[src/pse_wd_pkg.sv]
// pse_wd_pkg: register map, fields, reset values and carriers for the
// watchdog and global control block.
// assumes the serial interface engine runs on core_clk.
package pse_wd_pkg;

   // register offsets
   localparam logic [7:0] ADDR_PORT_MODE = 8'h12;
   localparam logic [7:0] ADDR_GLOBAL_PUSHBUTTONS = 8'h1a;
   localparam logic [7:0] ADDR_PART_IDENTIFICATION = 8'h1b;
   localparam logic [7:0] ADDR_HW_TAKEOVER_FLAGS = 8'h1c;
   localparam logic [7:0] ADDR_WATCHDOG_COUNT = 8'h1e;
   localparam logic [7:0] ADDR_WATCHDOG_SWITCH_CONFIG = 8'h1f;
   localparam logic [7:0] ADDR_DETECTION_PROGRAM = 8'h23;
   localparam logic [7:0] ADDR_HIGH_POWER_RESERVED = 8'h24;
   localparam logic [7:0] ADDR_SPARE_RESERVED = 8'h25;

   // pushbutton fields
   localparam int BIT_INTERRUPT_CLEAR_ALL = 7;
   localparam int BIT_CHIP_SOFT_RESET = 4;
   localparam int LSB_PORT_RESET = 0;

   // switch config fields
   localparam int BIT_WATCHDOG_ENABLE = 7;
   localparam int BIT_TAKEOVER_IRQ_ENABLE = 6;
   localparam int BIT_SWITCH_SPARE = 4;
   localparam int LSB_EXPIRY_BEHAVIOR = 0;

   // program register fields
   localparam int BIT_BIG_CAP_DETECT_ENABLE = 5;
   localparam int BIT_DETECTION_BYPASS_ALLOW = 4;
   localparam int BIT_OSCILLATOR_FAULT_FLAG_IGNORE = 3;
   localparam int LSB_AC_DISCONNECT_THRESHOLD = 0;

   // reset values
   localparam logic [7:0] RST_HW_TAKEOVER_FLAGS = 8'h00;
   localparam logic [7:0] RST_WATCHDOG_COUNT = 8'h00;
   localparam logic [7:0] RST_WATCHDOG_SWITCH_CONFIG = 8'h00;
   localparam logic [7:0] RST_DETECTION_PROGRAM = 8'h04;

   // port mode codes driven into the mode register on expiry
   localparam logic [1:0] MODE_SHUTDOWN = 2'h0;
   localparam logic [1:0] MODE_AUTO = 2'h3;

   // watchdog tick
   localparam int CLK_PERIOD_NS = 8;
   localparam int WD_TICK_MS = 164;
   localparam int WD_TICK_CYCLES = WD_TICK_MS * 1000000 / CLK_PERIOD_NS;

   // arbitrary identification values, not tied to any real part
   localparam logic [4:0] PART_IDENTIFIER = 5'h15;
   localparam logic [2:0] REVISION_FIELD = 3'h1;

   typedef struct packed {
      logic wr;
      logic rd;
      logic [7:0] addr;
      logic [7:0] wdata;
   } reg_req_t;

   typedef struct packed {
      logic big_cap_detect_enable;
      logic detection_bypass_allow;
      logic oscillator_fault_flag_ignore;
      logic [2:0] ac_disconnect_threshold;
   } det_cfg_t;

   typedef enum logic [1:0] {
      WD_SOFT = 2'b01,
      WD_HARD = 2'b10
   } wd_state_t;

endpackage

[src/pse_watchdog_and_global_control.sv]
// pse_watchdog_and_global_control: global pushbuttons, identification,
// watchdog with hardware takeover, and the detection program register.
// assumes the serial interface engine presents one-cycle register
// requests on core_clk and takes read data one cycle later.
//
// Operation
// - bit 7 pushbutton clears interrupts and events
// - bit 4 pushbutton resets whole register map
// - bits 3:0 pushbutton soft-reset ports 4..1
// - port reset: power off, clear that port
// - pushbutton bits self-clear after action
// - read-only id: part id and revision
// - takeover flag set on expiry takeover
// - takeover flag set on refused power-on
// - flags in 1Ch bits 3:0, clear on read
// - takeover flag register resets to zero
// - switch bit 7 enables the watchdog
// - counter decrements once every 164 ms
// - expiry enters hardware-controlled mode for all ports at once
// - expiry writes mode 00 or 11
// - hardware mode ignores power-on requests
// - hardware mode refuses operating mode changes
// - takeover irq when enabled and flag set
// - count and switch registers reset zero
// - bit 5 enables large capacitor detection
// - three-bit ac disconnect threshold field
// - bit 4 allows power without detection
// - program register resets to 04h
module pse_watchdog_and_global_control #(
   parameter int TICK_CYCLES = pse_wd_pkg::WD_TICK_CYCLES
) (
   // clock and reset
   input wire logic core_clk,
   input wire logic srst,
   // register port from the serial interface engine
   input wire pse_wd_pkg::reg_req_t reg_req,
   output logic [7:0] rd_data,
   output logic rd_valid,
   // requests from the port-control logic; oscillator fault flag from the analog side
   input wire logic [3:0] power_on_req,
   input wire logic mode_change_req,
   input wire logic [3:0] detection_skipped,
   input wire logic oscillator_fault_flag,
   // grants and actions toward the port-control logic; det_cfg toward the analog side
   output logic [3:0] power_on_grant,
   output logic mode_change_grant,
   output logic [3:0] bypass_power_block,
   output logic osc_fault_effective,
   output logic hw_control,
   output logic port_mode_force,
   output logic [7:0] port_mode_value,
   output logic interrupt_clear_all,
   output logic chip_soft_reset,
   output logic [3:0] port_soft_reset,
   output logic takeover_irq,
   output pse_wd_pkg::det_cfg_t det_cfg
);

   logic [7:0] hw_takeover_flag;
   logic [7:0] watchdog_count;
   logic [7:0] watchdog_switch_config;
   logic [7:0] detection_program;
   logic [24:0] tick_cnt;
   logic tick;
   logic map_rst;
   logic osc_meta;
   logic osc_sync;
   pse_wd_pkg::wd_state_t wd_state;
   logic [3:0] next_set;
   logic expire;
   logic wr_gp;
   logic wd_en;

   // a pushbutton chip reset returns the map one cycle after the write
   assign map_rst = srst | chip_soft_reset;
   assign wd_en = watchdog_switch_config[pse_wd_pkg::BIT_WATCHDOG_ENABLE];
   assign wr_gp = reg_req.wr &&
      reg_req.addr == pse_wd_pkg::ADDR_GLOBAL_PUSHBUTTONS;
   assign expire = (wd_state == pse_wd_pkg::WD_SOFT) && wd_en &&
      watchdog_count == 8'h00;

   function automatic logic wr_hit(input pse_wd_pkg::reg_req_t r,
                                   input logic [7:0] a);
      wr_hit = r.wr && r.addr == a;
   endfunction

   function automatic logic rd_hit(input pse_wd_pkg::reg_req_t r,
                                   input logic [7:0] a);
      rd_hit = r.rd && r.addr == a;
   endfunction

   // pushbuttons: one-cycle pulses, nothing stored so bits read back zero
   always_ff @(posedge core_clk)
   begin
      if (srst)
      begin
         interrupt_clear_all <= 1'b0;
         chip_soft_reset <= 1'b0;
         port_soft_reset <= 4'h0;
      end
      else
      begin
         interrupt_clear_all <= wr_gp &&
            reg_req.wdata[pse_wd_pkg::BIT_INTERRUPT_CLEAR_ALL];
         chip_soft_reset <= wr_gp &&
            reg_req.wdata[pse_wd_pkg::BIT_CHIP_SOFT_RESET];
         port_soft_reset <= wr_gp ?
            reg_req.wdata[pse_wd_pkg::LSB_PORT_RESET +: 4] : 4'h0;
      end
   end

   // watchdog tick prescaler, runs only while enabled
   always_ff @(posedge core_clk)
   begin
      if (map_rst || !wd_en)
      begin
         tick_cnt <= '0;
         tick <= 1'b0;
      end
      else if (tick_cnt == 25'(TICK_CYCLES - 1))
      begin
         tick_cnt <= '0;
         tick <= 1'b1;
      end
      else
      begin
         tick_cnt <= tick_cnt + 25'd1;
         tick <= 1'b0;
      end
   end

   // watchdog count: host write wins over a tick in the same cycle
   always_ff @(posedge core_clk)
   begin
      if (map_rst)
         watchdog_count <= pse_wd_pkg::RST_WATCHDOG_COUNT;
      else if (wr_hit(reg_req, pse_wd_pkg::ADDR_WATCHDOG_COUNT))
         watchdog_count <= reg_req.wdata;
      else if (tick && wd_en && watchdog_count != 8'h00)
         watchdog_count <= watchdog_count - 8'd1;
   end

   // reserved bit 5 is not stored and reads back zero
   always_ff @(posedge core_clk)
   begin
      if (map_rst)
         watchdog_switch_config <= pse_wd_pkg::RST_WATCHDOG_SWITCH_CONFIG;
      else if (wr_hit(reg_req, pse_wd_pkg::ADDR_WATCHDOG_SWITCH_CONFIG))
         watchdog_switch_config <= reg_req.wdata & 8'hdf;
   end

   // bits 7:6 are reserved and read back zero
   always_ff @(posedge core_clk)
   begin
      if (map_rst)
         detection_program <= pse_wd_pkg::RST_DETECTION_PROGRAM;
      else if (wr_hit(reg_req, pse_wd_pkg::ADDR_DETECTION_PROGRAM))
         detection_program <= reg_req.wdata & 8'h3f;
   end

   // hardware control is left only by a map reset, by disabling the watchdog or by
   // reloading a nonzero count; a late reload does not undo the takeover
   always_ff @(posedge core_clk)
   begin
      if (map_rst)
         wd_state <= pse_wd_pkg::WD_SOFT;
      else
         unique case (wd_state)
            pse_wd_pkg::WD_SOFT:
               if (expire)
                  wd_state <= pse_wd_pkg::WD_HARD;
            pse_wd_pkg::WD_HARD:
               if (!wd_en || (wr_hit(reg_req,
                   pse_wd_pkg::ADDR_WATCHDOG_COUNT) &&
                   reg_req.wdata != 8'h00))
                  wd_state <= pse_wd_pkg::WD_SOFT;
            default:
               wd_state <= pse_wd_pkg::WD_SOFT;
         endcase
   end

   // mode force on expiry, one 2-bit field per port
   always_ff @(posedge core_clk)
   begin
      if (map_rst)
      begin
         port_mode_force <= 1'b0;
         port_mode_value <= 8'h00;
      end
      else
      begin
         port_mode_force <= expire;
         for (int p = 0; p < 4; p++)
            port_mode_value[2*p +: 2] <=
               watchdog_switch_config[pse_wd_pkg::LSB_EXPIRY_BEHAVIOR + p] ?
               pse_wd_pkg::MODE_AUTO : pse_wd_pkg::MODE_SHUTDOWN;
      end
   end

   // hardware control follows the state machine, raised with the expiry
   always_ff @(posedge core_clk)
   begin
      if (map_rst)
         hw_control <= 1'b0;
      else
         hw_control <= (wd_state == pse_wd_pkg::WD_HARD) || expire;
   end

   // request gating while the hardware holds control
   always_ff @(posedge core_clk)
   begin
      if (map_rst)
      begin
         power_on_grant <= 4'h0;
         mode_change_grant <= 1'b0;
      end
      else
      begin
         power_on_grant <= hw_control ? 4'h0 : power_on_req;
         mode_change_grant <= mode_change_req && !hw_control;
      end
   end

   always_comb
   begin
      next_set = 4'h0;
      if (expire)
         next_set = 4'hf;
      if (hw_control)
         next_set = next_set | power_on_req;
   end

   // takeover flags: a set in the read cycle survives the clear
   always_ff @(posedge core_clk)
   begin
      if (map_rst)
         hw_takeover_flag <= pse_wd_pkg::RST_HW_TAKEOVER_FLAGS;
      else if (rd_hit(reg_req, pse_wd_pkg::ADDR_HW_TAKEOVER_FLAGS))
         hw_takeover_flag <= {4'h0, next_set};
      else
         hw_takeover_flag <= hw_takeover_flag | {4'h0, next_set};
   end

   always_ff @(posedge core_clk)
   begin
      if (map_rst)
         takeover_irq <= 1'b0;
      else
         takeover_irq <= watchdog_switch_config
            [pse_wd_pkg::BIT_TAKEOVER_IRQ_ENABLE] &&
            (hw_takeover_flag[3:0] != 4'h0 || next_set != 4'h0);
   end

   // oscillator fault comes from the analog side: synchronise first
   always_ff @(posedge core_clk)
   begin
      if (srst)
      begin
         osc_meta <= 1'b0;
         osc_sync <= 1'b0;
      end
      else
      begin
         osc_meta <= oscillator_fault_flag;
         osc_sync <= osc_meta;
      end
   end

   always_ff @(posedge core_clk)
   begin
      if (map_rst)
         osc_fault_effective <= 1'b0;
      else
         osc_fault_effective <= osc_sync &&
            !detection_program[pse_wd_pkg::BIT_OSCILLATOR_FAULT_FLAG_IGNORE];
   end

   // auto-mode power-on block for ports whose detection was skipped
   always_ff @(posedge core_clk)
   begin
      if (map_rst)
         bypass_power_block <= 4'h0;
      else
         bypass_power_block <= detection_program
            [pse_wd_pkg::BIT_DETECTION_BYPASS_ALLOW] ?
            4'h0 : detection_skipped;
   end

   // program register fields as the analog side sees them
   function automatic pse_wd_pkg::det_cfg_t det_fields(
      input logic [7:0] v);
      pse_wd_pkg::det_cfg_t c;
      c.big_cap_detect_enable = v[pse_wd_pkg::BIT_BIG_CAP_DETECT_ENABLE];
      c.detection_bypass_allow = v[pse_wd_pkg::BIT_DETECTION_BYPASS_ALLOW];
      c.oscillator_fault_flag_ignore = v[pse_wd_pkg::BIT_OSCILLATOR_FAULT_FLAG_IGNORE];
      c.ac_disconnect_threshold =
         v[pse_wd_pkg::LSB_AC_DISCONNECT_THRESHOLD +: 3];
      return c;
   endfunction

   // the copy leaves reset at the register's reset value, so the analog
   // side never sees a zero threshold while the map is being reset
   always_ff @(posedge core_clk)
   begin
      if (map_rst)
         det_cfg <= det_fields(pse_wd_pkg::RST_DETECTION_PROGRAM);
      else
         det_cfg <= det_fields(detection_program);
   end

   // read data one cycle after the request; unmapped reads give zero
   always_ff @(posedge core_clk)
   begin
      if (srst)
      begin
         rd_data <= 8'h00;
         rd_valid <= 1'b0;
      end
      else
      begin
         rd_valid <= reg_req.rd;
         rd_data <= 8'h00;
         if (reg_req.rd)
            unique case (reg_req.addr)
               pse_wd_pkg::ADDR_PART_IDENTIFICATION:
                  rd_data <= {pse_wd_pkg::PART_IDENTIFIER,
                              pse_wd_pkg::REVISION_FIELD};
               pse_wd_pkg::ADDR_HW_TAKEOVER_FLAGS:
                  rd_data <= hw_takeover_flag;
               pse_wd_pkg::ADDR_WATCHDOG_COUNT:
                  rd_data <= watchdog_count;
               pse_wd_pkg::ADDR_WATCHDOG_SWITCH_CONFIG:
                  rd_data <= watchdog_switch_config;
               pse_wd_pkg::ADDR_DETECTION_PROGRAM:
                  rd_data <= detection_program;
               default:
                  rd_data <= 8'h00;
            endcase
      end
   end

endmodule // pse_watchdog_and_global_control

[config.mk]
export PLATFORM = sky130hd
export DESIGN_NAME = pse_watchdog_and_global_control
export DESIGN_NICKNAME = d
export VERILOG_FILES = /design/src/pse_wd_pkg.sv /design/src/pse_watchdog_and_global_control.sv
export SDC_FILE = /design/constraint.sdc
export NUM_CORES = 1
export LEC_CHECK = 0
export BUFFER_PORTS_ARGS = -buffer_cell sky130_fd_sc_hd__buf_4
export CAP_MARGIN = 15
export CORE_MARGIN = 2
export CORE_UTILIZATION = 35
export DETAILED_ROUTE_END_ITERATION = 8
export SLEW_MARGIN = 15
export SYNTH_ARGS = -nofsm -noshare
export SYNTH_HDL_FRONTEND = slang
export SYNTH_SLANG_ARGS = --single-unit
export TNS_END_PERCENT = 20
[constraint.sdc]
create_clock -name core_clk -period 2.35 [get_ports core_clk]
set_input_delay 0.1175 -clock core_clk [delete_from_list [all_inputs] [get_ports core_clk]]
set_output_delay 0.1175 -clock core_clk [all_outputs]
set_load 0.005 [all_outputs]
# Word level (Yosys, flattened, before mapping)
# Cells that the tools add are included.
[classes] add_sub_neg=2 n_eq_ne=11 mux=14 n_bitwise=5 reduce_logical=35
[op_table] op="equality test 8 x 5 -> 1 bit, second input constant" n=5
[op_table] op="case mux 8 bit (5 select lines)" n=1
[op_table] op="adder 25 x 1 -> 25 bit, second input constant" n=1
[op_table] op="equality test 25 bit, second input constant" n=1
[op_table] op="2-to-1 mux 8 bit" n=2
[op_table] op="nonzero test 8 bit" n=2
[op_table] op="logical AND 1 bit" n=15
[op_table] op="2-to-1 mux 2 bit" n=6
[op_table] op="2-to-1 mux 4 bit" n=3
[op_table] op="OR reduction 2 bit" n=6
[op_table] op="equality test 8 x 6 -> 1 bit, second input constant" n=1
[op_table] op="logical NOT 8 bit" n=1
[op_table] op="bitwise OR 8 x 4 -> 8 bit" n=1
[op_table] op="nonzero test 4 bit" n=2
[op_table] op="subtractor 8 x 1 -> 8 bit, second input constant" n=1
[op_table] op="logical OR 1 bit" n=4
[op_table] op="!= test 2 bit, second input constant" n=2
[op_table] op="bitwise OR 4 bit" n=1
[op_table] op="case mux 2 bit (2 select lines)" n=1
[op_table] op="logical NOT 1 bit" n=3
[op_table] op="equality test 2 x 1 -> 1 bit, second input constant" n=1
[op_table] op="equality test 2 bit, second input constant" n=1
[op_table] op="NOT 1 bit" n=2
[op_table] op="AND reduction 2 bit" n=1
[op_table] op="other kinds (3)" n=3
[totals] register_bits=101 in_bits=30 out_inout_bits=42 word_cells=94

# Longest topological paths before layout
# Gate-level depths: netlist (run 1).
[depth] word_depth=9 depth_mapped=7 mapped_depth_nobuf=6

# Worst setup path after synthesis (run 1)
# Ideal clock, no wire load.
[synth_path] path_kind="register -> register" from="reg tick_cnt[0]" to="reg tick_cnt[20]" setup_time_ns=0.071 arrival_ns=1.987 required_ns=2.279 path_slack_ns=0.292 stages_incl_launch_ff=7 n_path_buf=1 period_less_slack_ns=2.058 cell_sequence="dfxtp_1 -> ha_1 -> nand4_1 -> or4_4 -> buf_6 -> or4_1 -> a21oi_1"
[synth_via] elab_chain_len=2 elab_cells_between_ends=3 classes_between="add/sub: 1; eq/ne: 1; reduce/logical: 1"
[synth_rtl] item="start, declared" line="pse_watchdog_and_global_control.sv:63" text="logic [24:0] tick_cnt;"
[synth_rtl] item="start signal, assigned" line="pse_watchdog_and_global_control.sv:127" text="tick_cnt <= tick_cnt + 25'd1;"
[synth_rtl] item="branches (longest 2 deep; another with adder 25 x 1 -> 25 bit)"
# Parallel ways; which one is timed is not known.
# A chain may end at the register's enable or synchronous reset.

# Final worst setup path (run 1)
[layout_path] from="reg tick_cnt[0]" to="reg tick_cnt[24]"
# Same word-level chain as after synthesis.

==> flow_summary.toml, run 1 <==
[sta]
skew_ps = 11.4
final.setup.worst_slack_ps = 190
setup_viol = 0
slew_headroom = 0.533
worst_hold_slack_ps = 12.7
final_period_minus_worst_setup_slack_ps = 2160
timing.final.hold_violations = 0
grt_setup_unrepaired = "no"
max_freq_ghz = 0.463
maxSlewViolCount = 0
tightest_slew_ps = 696
fin_tns_setup_ps = 0
share_of_the_cycle_needed_by_the_critical_path_after_routing = 0.919

[status]
outcome = "finished, final reports clean"

[power_and_ir_drop]
switchingPower_mw = 0.666
seqPwrFrac = 0.562
power.density_mw_per_mm2 = 583
leakage_nw = 1.76
internal_power_mw = 2.16
power_frac_clock = 0.382
vdd_ir_drop_max_mv = 0.400
power_switching_share = 0.236
relative_contribution_of_combinational_cells_to_total_power = 0.055
post-layout-total-power_mw = 2.83

[finish]
area.growth.synth_to_final_pct = 25.3
stdcell_count = 647
num-nets-final = 535
postLayoutCellArea_sq_mm = 0.00485
final_util = 0.449
number_of_antenna_repair_diodes = 0
post_route_cells_drive_above_1_share = 0.211

[worst_setup_path]
crit_end = "tick_cnt[24]$_SDFF_PP0_"
worst_setup_path_end_kind = "flop"
r2r_setup_slack_ps = 190
rr_startpoint = "tick_cnt[0]$_SDFF_PP0_"
crit_type = "flop to flop"
critical_path_required_ps = 2650
r2r_cells = 5
r2r-end = "tick_cnt[24]$_SDFF_PP0_"
arrival_ps = 2460
worst-path-max-fanout = 11
critical_path.startpoint = "tick_cnt[0]$_SDFF_PP0_"
critPathLaunchType = "flop"

[placed_design]
place.detailed.instances = 617
place.port_buffers = 71
hpwl_mm = 6.89
gp_routability_congestion = 0.777
place_area_sq_mm = 0.00451
place_ws_ps = 216

[synth]
syn_inst = 423
yosys.area.top_type_share = 0.481
synth_async_sr_flop_share = 0
synth_sequential_area_ratio = 0.481
synthFlopType = "dfxtp_1"
synth.most_common_cell = "dfxtp_1"
ys_top_cells_by_area = "dfxtp_1, mux2i_1, nor2_1"
synth.distinct_cells = 57
synthesis.area_sq_mm = 0.00387
synth_seq_cells = 93
synth_top_cell_by_area = "dfxtp_1"
yosys_warnings = 0
yosys-top-cells-count = "dfxtp_1, nor2_1, nand2_1, and2_1, a21oi_1"
syn_avg_cell_area_sq_um = 9.15
synth.net_count = 456
synth-edff-count = 0

[route]
drtIter0Drc = 189
route.layer.met1.wl_mm = 4.45
ant_nets = 0
met3_length_microns = 478
firstDrtPassIters = 5
dr_wl_met2_mm = 4.25
detail_route.wl_per_cell_microns = 14.5
drt_drc_violations_left = 0
avgViaCountPerCell = 5.12
routed-via-count = 3315
maxUsedRoutingLayer = "met4"
wirelength_mm = 9.36

[clock_network]
cts_max_level = 3
worst_skew_pair.late_latency_ps = 370
max-clock-path-buffers = 2
tritoncts = "built"
root_buffer = "clkbuf_8"
cts_made_buffers = 9
tritoncts_num_sinks = 93
cts.clk_slew.worst_paths_ps = 100

[global_routing]
grt_overflow_total = 0
antenna_found_initial = 0
first_global_vias = 3012
largest_net_degree_at_the_start_of_global_routing = 26
global_router_s_overall_resource_usage = 0.161
grt_pass1_wl_mm = 14.6

[floorplan]
io_pins = 72
initial_utilization = 0.358
dieArea_sq_mm = 0.0119
standard_cell_core_area_sq_mm = 0.0108
placement_rows = 38
die_w_microns = 109
floorplan.die.height_microns = 109

[job]
timing.max_cap.violations = 0

[worst_hold_path]
hp-class = "input pin to flop"
how the worst min path moves through the flow:
stage	start	to	depth (start not counted)
floorplan	srst	osc_meta$_SDFF_PP0_	1
global placement	mode_change_req	mode_change_grant$_SDFF_PP0_	2
detailed placement	detection_skipped[3]	bypass_power_block[3]$_SDFF_PP0_	2
CTS	reg_req[5]	detection_program[5]$_SDFFE_PP0P_	3
global route	reg_req[4]	chip_soft_reset$_SDFF_PP0_	2
finish	reg_req[5]	detection_program[5]$_SDFFE_PP0P_	3
power groups by stage:
stage | Clock, mW | Combinational (mW) | Sequential [mW]
after floorplan | 0 | 0.0551 | 1.63
after detailed placement | 0 | 0.138 | 1.63
after global routing | 1.17 | 0.171 | 1.59
after CTS | 1.11 | 0.156 | 1.59
after global placement | 0 | 0.137 | 1.63
final | 1.08 | 0.156 | 1.59
kinds of logic after synthesis:
kind of cell	count (synthesis)	synth area share
buffers and inverters	34	0.0395
XOR/XNOR	14	0.0317
AND/OR/NAND/NOR	189	0.274
AO/OA/AOI/OAI	70	0.112
multiplexers	20	0.0524
flip-flops	93	0.481
adder cells (fa/ha/maj)	3	0.00970
placed cells by master, fill, tap and decap left out, types with 3 or more instances in the layout:
cell           instances
dfxtp_1               93
buf_4                 77
nor2_1                43
nand2_1               31
and2_1                25
a21oi_1               21
mux2i_1               18
o21ai_0               18
dlygate4sd3_1         14
nand4_1               13
nor4_1                12
inv_1                 11
or4_1                  9
xnor2_1                9
a31oi_1                9
clkbuf_8               9
nand3_1                8
or3_1                  8
xor2_1                 5
and3_1                 5
nor3_1                 5
nor2b_1                4
nor3b_1                4
nand2b_1               3
nand3b_1               3
o31ai_1                3
ha_1                   3
timing repair:
action                    4_1_cts  5_1_grt
buffers inserted                0        0
hold buffers                   14        0
hold endpoints to repair       13        0
resized for setup               0        0
routing by layer:
| metal | vias up | global-route usage |
|---|---|---|
| met5 | - | 0 |
| met4 | 0 | 0.0641 |
| met3 | 16 | 0.0484 |
| met2 | 73 | 0.243 |
| met1 | 1562 | 0.214 |
| li1 | 1664 | - |
final cells by class:
cell class | count | area [sq um]
flip-flops and latches | 93 | 1860
multi-input cells | 296 | 1850
clock buffers | 9 | 124
clock inverters | 7 | 73.8
inverters | 11 | 41.3
fillers | 1052 | 5940
repair buffers | 91 | 718
well taps | 140 | 175
state kept, by name, summed over array words and instances, names as in the netlist, 4 cells and up:
register / cells
tick_cnt: 25
rd_data: 8
watchdog_count: 8
watchdog_switch_config: 7
det_cfg: 6
detection_program: 6
bypass_power_block: 4
hw_takeover_flag: 4
port_mode_value: 4
port_soft_reset: 4
power_on_grant: 4
worst max-delay path: stages (launching register included):
cell	delay [ps]
dfxtp_1	410
ha_1	250
nand4_1	160
or4_4	610
or4b_1	520
a21oi_1	140
Power figures use the tool's default switching activity.
==> inputs of run 2 (changes only) <==
- CORE_MARGIN: 2 -> 10
==> run 2 against run 1 <==
Routed wire length grew 6.4%. Critical path type unchanged. Via count shrank 0.75%. Sequential power hardly changed.
==> flow_summary.toml, run 2 (synthesis results as in run 1) <==
[status]
outcome = "finished, final reports clean"

[clock_network]
tritoncts_num_sinks = 93
max-clock-path-buffers = 2
cts_made_buffers = 9
cts.clk_slew.worst_paths_ps = 100
root_buffer = "clkbuf_8"
tritoncts = "built"
cts_max_level = 3
worst_skew_pair.late_latency_ps = 360

[finish]
area.growth.synth_to_final_pct = 24.6
layout.cells.most_common = "dfxtp_1"
multi_input_area_sq_mm = 0.00186
largest_register = "tick_cnt"
post_route_cells_drive_above_1_share = 0.214
mostFrequentLayoutCells = "dfxtp_1, buf_4, nor2_1"
layout_top_registers = "tick_cnt (25), rd_data (8), watchdog_count (8)"
postLayoutCellArea_sq_mm = 0.00482
sequential_cell_area_sq_mm = 0.00186
num-nets-final = 533
largest_reg_flops = 25
number_of_antenna_repair_diodes = 0
fillerInstances = 1082

[sta]
grt_setup_unrepaired = "no"
worst_hold_slack_ps = 16.2
final_period_minus_worst_setup_slack_ps = 2180
max_freq_ghz = 0.458
maxSlewViolCount = 0
tightest_slew_ps = 659
fin_tns_setup_ps = 0
timing.final.hold_violations = 0
setup_viol = 0
skew_ps = 14.0
share_of_the_cycle_needed_by_the_critical_path_after_routing = 0.928
slew_headroom = 0.557

[power_and_ir_drop]
seqPwrFrac = 0.575
internal_power_mw = 2.07
vdd_ir_drop_max_mv = 0.274
power_frac_clock = 0.369
leakage_nw = 1.74
post-layout-total-power_mw = 2.77
power_switching_share = 0.250
relative_contribution_of_combinational_cells_to_total_power = 0.056
switchingPower_mw = 0.693
power.density_mw_per_mm2 = 574

[worst_setup_path]
cpPeakStageDelay_ps = 620
critPathLaunchType = "flop"
worst-path-max-fanout = 11
cp.buffers_inverters = 0
arrival_ps = 2470
worst_setup_path_end_kind = "flop"
critical_path_required_ps = 2640
critical-path-top-delay-family = "simple AND/OR/NAND/NOR gates"
sequence_of_cells_on_the_critical_path = "ha_2 -> nand4_1 -> or4_4 -> or4b_1 -> a21oi_1"
critical_path.slowest_cell = "or4_4"
crit_type = "flop to flop"

[route]
drt_drc_violations_left = 0
drtIter0Drc = 196
routed-via-count = 3290
ant_nets = 0
dr_wl_met2_mm = 4.72
firstDrtPassIters = 5
detail_route.wl_per_cell_microns = 15.4
route.layer.met1.wl_mm = 4.57
maxUsedRoutingLayer = "met4"
met3_length_microns = 574
wirelength_mm = 9.96
avgViaCountPerCell = 5.10

[placed_design]
place.port_buffers = 71
hpwl_mm = 7.37
gp_routability_congestion = 0.851
place_area_sq_mm = 0.00451

[global_routing]
largest_net_degree_at_the_start_of_global_routing = 26
grt_overflow_total = 0
antenna_found_initial = 0
grt_pass1_wl_mm = 16.1
global_router_s_overall_resource_usage = 0.122
first_global_vias = 3152

[floorplan]
placement_rows = 38
io_pins = 72
standard_cell_core_area_sq_mm = 0.0108
initial_utilization = 0.357
die_w_microns = 125
dieArea_sq_mm = 0.0157
floorplan.die.height_microns = 125

[job]
timing.max_cap.violations = 0

[worst_hold_path]
hp-class = "input pin to flop"
## run 2: cell types whose count changed in the layout (fill, tap and decap cells not counted)
cell / before / now
clkinvlp_4: 1 / 2
clkinv_2: 2 / 0
ha_1: 3 / 2
inv_8: 0 / 2
inv_6: 1 / 2
ha_2: 0 / 1
bufinv_16: 1 / 0
clkinv_4: 2 / 1
dlygate4sd3_1: 14 / 12
## run 2: power by group through the flow
stage | clock network [mW] | logic, mW | registers, mW
2_1_floorplan | 0 | 0.0551 | 1.63
3_3_place_gp | 0 | 0.138 | 1.63
5_1_grt | 1.11 | 0.167 | 1.59
4_1_cts | 1.05 | 0.155 | 1.59
6_report | 1.02 | 0.155 | 1.59
3_5_place_dp | 0 | 0.139 | 1.63
## run 2: worst reg2reg max path, delay by kind of cell, from the launching register on
family	cells	cell delay (ps)
and+or+nand+nor	3	1290
DFF	1	430
adders and majority gates	1	240
AOI/OAI and AO/OA	1	150
## run 2: per-layer routing
metal	vias up	GRT usage
li1	1660	-
met1	1547	0.153
met2	76	0.197
met3	7	0.0380
met4	0	0.0339
met5	-	0
## run 2: final timing paths
path	startpoint	to	slack, ps	cells past startpoint
hold reg to reg	osc_meta$_SDFF_PP0_	osc_sync$_SDFF_PP0_	450	1
setup / recovery	tick_cnt[0]$_SDFF_PP0_	tick_cnt[24]$_SDFF_PP0_	170	5
hold / removal	reg_req[7]	interrupt_clear_all$_SDFF_PP0_	20	2
setup reg to reg	tick_cnt[0]$_SDFF_PP0_	tick_cnt[24]$_SDFF_PP0_	170	5
## run 2: what timing repair did
action                                  4_1_cts  5_1_grt
endpoints found under the setup margin        0        3
resized for setup                             0        1
setup buffers                                 0        0
hold buffers                                 12        0
hold endpoints to repair                     11        0
## run 2: metrics by stage
step | utilization | instances | setup slack, ps
floorplan | - | 423 | 292
global placement | 0.416 | 617 | 232
detailed placement | 0.416 | 617 | 180
CTS | 0.444 | 645 | 138
global route | 0.445 | 645 | 15.2
finish | 0.445 | 645 | 169
## run 2: layout make-up
class | instances | area share
Clock inverter | 7 | 0.0132
Timing Repair Buffer | 89 | 0.145
Inverter | 11 | 0.00856
Clock buffer | 9 | 0.0257
Multi-Input combinational cell | 296 | 0.385
Tap cell | 140 | 0.0363
Sequential cell | 93 | 0.386
